$ cat config.mk
export PLATFORM = sky130hd
export DESIGN_NAME = pcs_clock_synth
export DESIGN_NICKNAME = d
export VERILOG_FILES = /design/src/pkg/pcs_pkg.sv /design/src/rtl/pcs_clock_synth.sv
export SDC_FILE = /design/constraint.sdc
export NUM_CORES = 1
export LEC_CHECK = 0
export BUFFER_PORTS_ARGS = -buffer_cell sky130_fd_sc_hd__buf_2
export CELL_PAD_IN_SITES_DETAIL_PLACEMENT = 1
export CELL_PAD_IN_SITES_GLOBAL_PLACEMENT = 1
export CORE_MARGIN = 3
export CORE_UTILIZATION = 45
export DETAILED_ROUTE_END_ITERATION = 7
export GPL_TIMING_DRIVEN = 0
export PLACE_DENSITY_LB_ADDON = 0.25
export SLEW_MARGIN = 15
export SYNTH_ARGS = -nofsm -noshare
export SYNTH_HDL_FRONTEND = slang
export SYNTH_SLANG_ARGS = --single-unit
$ cat constraint.sdc
create_clock -name mclk -period 5 [get_ports mclk]
set_clock_uncertainty 0.1 [all_clocks]
set_input_delay 0.25 -clock mclk [delete_from_list [all_inputs] [get_ports mclk]]
set_output_delay 0.25 -clock mclk [all_outputs]
set_load 0.005 [all_outputs]
$ cat src/pkg/pcs_pkg.sv
`default_nettype none

package pcs_pkg;

    // Register addresses
    localparam logic [7:0] PLL_AND_ADC_CLOCK_CONFIG_ADDR = 8'h04;
    localparam logic [7:0] CLOCK_OUTPUT_CONFIG_ADDR      = 8'h06;
    localparam logic [7:0] RX_CONVERTER_CONTROL_ADDR     = 8'h07;
    localparam logic [7:0] CONVERTER_BIAS_ADJUST_ADDR    = 8'h13;

    // Reset values
    localparam logic [7:0] PLL_AND_ADC_CLOCK_CONFIG_RST  = 8'h00;
    localparam logic [7:0] CLOCK_OUTPUT_CONFIG_RST       = 8'h00;
    localparam logic [7:0] RX_CONVERTER_CONTROL_RST      = 8'h00;
    localparam logic [7:0] CONVERTER_BIAS_ADJUST_RST     = 8'h00;

    // Field positions in pll_and_adc_clock_config
    localparam int MULT_LSB        = 0;
    localparam int RXDIV_LSB       = 2;
    localparam int RXSEL_BIT       = 4;
    localparam int DUTY_BIT        = 5;
    // Field positions in clock_output_config
    localparam int OUT1_DIS_BIT    = 0;
    localparam int OUT1_INV_BIT    = 1;
    localparam int OUT1_DIV_LSB    = 2;
    localparam int OUT2_DIS_BIT    = 4;
    localparam int OUT2_INV_BIT    = 5;
    localparam int OUT2_DIV_LSB    = 6;
    // Field positions in rx_converter_control and converter_bias_adjust
    localparam int LOWPWR_BIT      = 4;
    localparam int BIAS_LSB        = 0;

    // Receive latency in half converter clock cycles
    localparam logic [4:0] LAT_HALF_DUPLEX_HALVES = 5'h14;
    localparam logic [4:0] LAT_FULL_DUPLEX_HALVES = 5'h15;

    // Largest divide exponents of the second output and of the receive clock
    localparam logic [1:0] OUT2_DIV_MAX   = 2'h2;
    localparam logic [1:0] RXDIV_MAX      = 2'h2;

    localparam int CHAIN_W = 5;

endpackage

`default_nettype wire

$ cat src/rtl/pcs_clock_synth.sv
// Operation
// - Update clock is chain bit 0, half the mclk rate; M field is not used
// - Select bit picks reference or divided multiplier
// - Multiplier divided by 2^N for receive clock, N of 3 taken as 2
// - First output is multiplier over 2^R
// - First output shares the multiplier divider chain
// - Second output is reference over 2^L for L up to 2; L of 3 holds it
// - L zero passes reference, L one and two give half duty
// - Each output has invert and disable bits
// - Clock outputs keep running through reset
// - Duty-cycle restore enable bit provided
// - Low-power bit selects reduced-current converter mode
// - Three-bit receive converter bias select
// - Receive latency 10.0 or 10.5 cycles
`timescale 1ns/1ps
`default_nettype none

module pcs_clock_synth (
    input  wire logic       mclk,
    input  wire logic       rst,
    input  wire logic       ref_osc_input,
    input  wire logic       full_duplex,
    input  wire logic [7:0] reg_addr,
    input  wire logic [7:0] reg_wdata,
    input  wire logic       reg_we,
    output logic      [7:0] reg_rdata,
    output logic            tx_update_clk,
    output logic            rx_word_clock,
    output logic            vco_derived_clock_out,
    output logic            ref_derived_clock_out,
    output logic            duty_restore_en,
    output logic            rx_low_power,
    output logic      [2:0] rx_bias_sel,
    output logic      [4:0] rx_latency_halves
);

    typedef struct packed {
        logic [7:0]                  pll_cfg;
        logic [7:0]                  out_cfg;
        logic [7:0]                  rx_ctl;
        logic [7:0]                  bias;
        logic [7:0]                  rdata;
        logic [pcs_pkg::CHAIN_W-1:0] chain;
        logic [3:0]                  out1_act;
        logic [3:0]                  out2_act;
        logic [1:0]                  ref_cnt;
        logic                        ref_q;
        logic                        ref_half;
        logic                        rx_clk;
        logic                        out1;
        logic                        out2;
    } pcs_state_s;

    pcs_state_s st_reg = '0;
    pcs_state_s st_next;

    // Picks bit 2^e of the divider chain as a clock level
    function automatic logic chain_tap(input logic [pcs_pkg::CHAIN_W-1:0] c,
                                       input logic [2:0] e);
        chain_tap = c[e];
    endfunction

    // Divider chain lower bits all zero: a safe point to change settings
    function automatic logic chain_wrap(input logic [pcs_pkg::CHAIN_W-1:0] c,
                                        input logic [2:0] e);
        logic [pcs_pkg::CHAIN_W-1:0] m;
        m = (5'h01 << e) - 5'h01;
        chain_wrap = ((c & m) == 5'h00) && !c[e];
    endfunction

    // Widens a two-bit divide exponent to a chain tap index
    function automatic logic [2:0] tap_idx(input logic [1:0] d);
        tap_idx = {1'b0, d};
    endfunction

    // Larger of two divide exponents
    function automatic logic [1:0] exp_max(input logic [1:0] a,
                                           input logic [1:0] b);
        exp_max = (a > b) ? a : b;
    endfunction

    // Output pin level: held at the invert level while disabled
    function automatic logic pin_level(input logic dis,
                                       input logic inv,
                                       input logic clk);
        if (dis) begin
            pin_level = inv;
        end else begin
            pin_level = clk ^ inv;
        end
    endfunction

    // Read data multiplexer; unmapped addresses read as zero
    function automatic logic [7:0] reg_read(input logic [7:0] a,
                                            input logic [7:0] pll,
                                            input logic [7:0] outc,
                                            input logic [7:0] rxc,
                                            input logic [7:0] bias);
        case (a)
            pcs_pkg::PLL_AND_ADC_CLOCK_CONFIG_ADDR: reg_read = pll;
            pcs_pkg::CLOCK_OUTPUT_CONFIG_ADDR:      reg_read = outc;
            pcs_pkg::RX_CONVERTER_CONTROL_ADDR:     reg_read = rxc;
            pcs_pkg::CONVERTER_BIAS_ADJUST_ADDR:    reg_read = bias;
            default:                                reg_read = 8'h00;
        endcase
    endfunction

    ////////////////////////////////////////////////////////////////////////
    logic [1:0] rxdiv;
    logic [1:0] d1;
    logic [1:0] d1_new;
    logic [1:0] d2;
    logic       ref_rise;

    always_comb begin
        st_next  = st_reg;
        rxdiv    = st_reg.pll_cfg[pcs_pkg::RXDIV_LSB +: 2];
        d1       = st_reg.out1_act[3:2];
        d1_new   = st_reg.out_cfg[pcs_pkg::OUT1_DIV_LSB +: 2];
        d2       = st_reg.out2_act[3:2];
        ref_rise = ref_osc_input && !st_reg.ref_q;

        // Chain free-runs at mclk rate, reset never touches it
        st_next.chain = st_reg.chain + 5'h01;
        st_next.ref_q = ref_osc_input;

        // Receive clock: buffered reference or chain tap 2^N
        if (st_reg.pll_cfg[pcs_pkg::RXSEL_BIT]) begin
            case (rxdiv)
                2'h0, 2'h1, 2'h2: begin
                    st_next.rx_clk = chain_tap(st_reg.chain, tap_idx(rxdiv));
                end
                default: begin
                    st_next.rx_clk = chain_tap(st_reg.chain, 3'(pcs_pkg::RXDIV_MAX));
                end
            endcase
        end else begin
            st_next.rx_clk = ref_osc_input;
        end

        // New settings start where both old and new taps begin a full low phase
        if (chain_wrap(st_reg.chain, tap_idx(exp_max(d1, d1_new)))) begin
            st_next.out1_act = st_reg.out_cfg[pcs_pkg::OUT1_DIS_BIT +: 4];
        end
        st_next.out1 = pin_level(st_reg.out1_act[pcs_pkg::OUT1_DIS_BIT],
                                 st_reg.out1_act[pcs_pkg::OUT1_INV_BIT],
                                 chain_tap(st_reg.chain, tap_idx(d1)));

        // Second output divides reference rising edges
        if (ref_rise) begin
            st_next.ref_cnt = st_reg.ref_cnt + 2'h1;
            case (d2)
                2'h1: begin
                    st_next.ref_half = !st_reg.ref_half;
                end
                pcs_pkg::OUT2_DIV_MAX: begin
                    if (st_reg.ref_cnt[0]) begin
                        st_next.ref_half = !st_reg.ref_half;
                    end
                end
                default: begin
                    st_next.ref_half = st_reg.ref_half;
                end
            endcase
        end

        // Second output settings change only while the pin sits at its invert level
        if (st_reg.out2 == st_reg.out2_act[1]) begin
            st_next.out2_act = st_reg.out_cfg[pcs_pkg::OUT2_DIS_BIT +: 4];
        end
        if (d2 == 2'h0) begin
            st_next.out2 = pin_level(st_reg.out2_act[0],
                                     st_reg.out2_act[1],
                                     ref_osc_input);
        end else begin
            st_next.out2 = pin_level(st_reg.out2_act[0],
                                     st_reg.out2_act[1],
                                     st_reg.ref_half);
        end

        // Register port
        st_next.rdata = reg_read(reg_addr, st_reg.pll_cfg, st_reg.out_cfg,
                                 st_reg.rx_ctl, st_reg.bias);
        if (reg_we) begin
            case (reg_addr)
                pcs_pkg::PLL_AND_ADC_CLOCK_CONFIG_ADDR: st_next.pll_cfg = reg_wdata;
                pcs_pkg::CLOCK_OUTPUT_CONFIG_ADDR:      st_next.out_cfg = reg_wdata;
                pcs_pkg::RX_CONVERTER_CONTROL_ADDR:     st_next.rx_ctl  = reg_wdata;
                pcs_pkg::CONVERTER_BIAS_ADJUST_ADDR:    st_next.bias    = reg_wdata;
                default: ;
            endcase
        end

        // Reset restores configuration and clears read data; clocks keep running
        if (rst) begin
            st_next.pll_cfg = pcs_pkg::PLL_AND_ADC_CLOCK_CONFIG_RST;
            st_next.out_cfg = pcs_pkg::CLOCK_OUTPUT_CONFIG_RST;
            st_next.rx_ctl  = pcs_pkg::RX_CONVERTER_CONTROL_RST;
            st_next.bias    = pcs_pkg::CONVERTER_BIAS_ADJUST_RST;
            st_next.rdata   = 8'h00;
        end
    end

    always_ff @(posedge mclk) begin
        st_reg <= st_next;
    end

    ////////////////////////////////////////////////////////////////////////
    // Update clock: chain bit 0 is the oscillator, independent of the reference and M
    assign tx_update_clk         = st_reg.chain[0];
    assign rx_word_clock         = st_reg.rx_clk;
    assign vco_derived_clock_out = st_reg.out1;
    assign ref_derived_clock_out = st_reg.out2;
    assign reg_rdata             = st_reg.rdata;
    assign duty_restore_en       = st_reg.pll_cfg[pcs_pkg::DUTY_BIT];
    assign rx_low_power          = st_reg.rx_ctl[pcs_pkg::LOWPWR_BIT];
    assign rx_bias_sel           = st_reg.bias[pcs_pkg::BIAS_LSB +: 3];
    assign rx_latency_halves     = full_duplex ? pcs_pkg::LAT_FULL_DUPLEX_HALVES
                                               : pcs_pkg::LAT_HALF_DUPLEX_HALVES;

endmodule

`default_nettype wire

==> summary.txt <==
Critical path
  – Required time worst endpoint: a little under 5 ns
  – Crit path DAT: roughly 1.9 ns
  – R2R depth: 6
  – Crit Path Class: reg -> reg
  – Endpoint class of the critical path: flop
  – CP Max Fanout: 4
  – Crit path launch type: flop

Layout
  – Max reg flops: 34
  – Share of cells above drive strength 1: 0.245
  – Antenna Cells: 0
  – Synth-to-Final Area Change: 17.9%
  – Nets: between 300 and 400
  – Finished Layout Cells: between 300 and 400

Yosys
  – Post-synth cell types: 38
  – Register area share after synthesis: 0.494
  – Top post-synthesis cells by area: dfxtp_1 38%, mux2i_1 14%, edfxtp_1 12%
  – Syn avg cell area: about 10 µm²
  – Syn Std Cell Area: around 2600 µm²
  – Number of synthesized register bits: 59
  – Synth warnings: 0
  – Cells after Synth: roughly 250
  – Area leader, netlist: dfxtp_1
  – Area share of the leading cell type in the synthesized netlist: 0.378

Global routing
  – Largest net degree at the start of global routing: 11
  – Vias in the first global route: 1938
  – Initial antenna violation count: 0
  – Grt total ovfl: 0
  – First-pass GRT wire length: 9.63 mm
  – GRT Total Usage: 0.198

Power
  – Total power: around 1 mW
  – P per Cell Area: approximately 330 nW/µm²
  – Leak Pwr: around 1.3 nW
  – Max VDD drop: approximately 0.00016 V

Clock network
  – CTS HTree Levels: 3
  – Post_cts resized: 0
  – TritonCTS clock tree: done
  – Clk slew on worst S/H paths: 0.07 ns
  – Clock Latency Late Sink: ~0.33 ns
  – Post-CTS setup buffers: 0
  – Clock sinks: between 50 and 60
  – Clk buf depth: 2
  – CTS root buffer: clkbuf_8
  – Num CTS Buffers: 9

STA
  – Tmin final: 1.93 ns
  – Fmax: just over 0.5 GHz
  – Period utilization: 0.386
  – Final Slew Violations: 0
  – Worst-margin pin slew: 0.557 ns
  – Setup ws final: 3.07 ns
  – Setup TNS: 0 ns
  – RSZ-0062 raised after global routing: false
  – Worst hold slack: 0.106 ns
  – Slew headroom: 0.629
  – Final hold vios: 0
  – Setup violators final: 0

Floorplan
  – Die W: between 80 and 90 µm
  – CORE AREA: approximately 5500 µm²
  – Die area: about 6700 µm²
  – Row Count: 27
  – Vert. Die Dim: a little over 80 µm
  – Initial Util: 0.468
  – Top-level I/O count: 43

Detailed routing
  – Starting DRT DRC Count: 87
  – DR pass1 iterations: 4
  – Drt wl/cell: about 16 µm
  – DRC: 0
  – Final ANT Viol Nets: 0
  – Post-DR vias/cell: 5.18
  – Via count: 1958
  – Total wire length: a little under 6 mm

Hold path
  – WHS Path Cells: 3
  – Hold crit path type: in -> reg

Job
  – Max Cap Viol: 0

Placement
  – DP Cell Count: about 360
  – Count of input and output buffers: 36
  – Hpwl dp: roughly 4.5 mm
  – GPL Wtd Cong: 0.810
  – Dpl ws: ~2.9 ns

Status
  – Status: completed
[metrics by stage]
stage | util | area (µm²)
after global placement | 0.518 | 2870
after floorplan | - | 2600
final | 0.552 | 3060
after CTS | 0.552 | 3060
after detailed placement | 0.518 | 2870
after global routing | 0.552 | 3060
[layer usage]
layer | GRT usage | share of wire
met5 | 0 | 0
met1 | 0.240 | 0.44
met4 | 0.0831 | 0.017
met3 | 0.0493 | 0.035
met2 | 0.334 | 0.51
[kinds of logic (layout without fill, tap and decap cells)]
| kind of cell | after synthesis | in the layout | share of synthesized area |
|---|---|---|---|
| and+or+nand+nor | 75 | 75 | 0.141 |
| DFF | 59 | 59 | 0.494 |
| muxes | 37 | 37 | 0.148 |
| buffers and inverters | 35 | 88 | 0.0811 |
| AOI/OAI and AO/OA | 32 | 32 | 0.0878 |
| xor gates and xnor gates | 6 | 6 | 0.0203 |
| adders and majority gates | 5 | 5 | 0.0241 |
| other | 2 | 4 | 0.00290 |
[cells in the final DEF (no fill, tap or decap), types with 5 or more instances in the layout]
master	n
dfxtp_1	49
buf_2	39
mux2i_1	35
nor2_1	34
buf_4	16
nand2_1	13
nand3_1	12
a21oi_1	10
edfxtp_1	10
clkbuf_8	9
clkbuf_1	8
a22oi_1	8
inv_1	7
ha_1	5
[worst max-delay path: stages, from the launching register on]
cell	delay [ns]
edfxtp_1	0.40
inv_1	0.08
ha_1	0.29
nor2_1	0.04
o21ai_0	0.23
mux2i_1	0.22
o221a_2	0.28
[synth_stat cells]
cell type and count:
buf_2 3, clkbuf_1 6, a21oi_1 10, mux2i_1 35, a21o_1 1, nor2_1 34
and2_2 1, nand3_1 12, o221a_2 1, conb_1 2, o2bb2ai_1 4, nor3b_1 1
dfxtp_1 49, edfxtp_1 10, and4_1 1, nand4b_1 1, mux2_2 1, and3_2 1
nand4_2 1, and2_1 2, buf_1 1, buf_4 16, a22oi_1 8, xor2_1 2
nand4_1 1, mux4_2 1, buf_6 2, nand2b_1 3, nand2_1 13, inv_1 7
ha_1 5, a211oi_1 1, o21ai_0 3, xnor2_1 4, nor4_4 1, nor2b_1 3
o32a_2 1, o32a_1 3
[path summary, 6_finish.rpt]
check	from	end	slack [ns]
worst max-delay path	d1[1]	st_reg[11]	3.07
worst min-delay path	reg_wdata[7]	st_reg[35]	0.11
worst max register to register	d1[1]	st_reg[11]	3.07
worst min register to register	st_reg[12]	vco_derived_clock_out	0.35
[cell type report]
cell class / count / area [µm²]
Buffer: 28 / 184
Tap cell: 72 / 90.1
Inverter: 7 / 26.3
Timing Repair Buffer: 37 / 190
Sequential cell: 59 / 1280
Clock inverter: 5 / 45.0
Multi-Input combinational cell: 159 / 1110
Fill cell: 657 / 2480
Clock buffer: 11 / 131
[power breakdown]
group	switching [mW]	total (mW)	internal (mW)
clock	0.176	0.400	0.224
combinational	0.0473	0.0803	0.0329
sequential	0.0155	0.528	0.513
total	0.239	1.01	0.769
[timing repair]
item	4_1_cts	5_1_grt
hold buffers	1	0
hold endpoints to repair	1	0
setup endpoints to repair	0	0
Power figures use the tool's default switching activity.
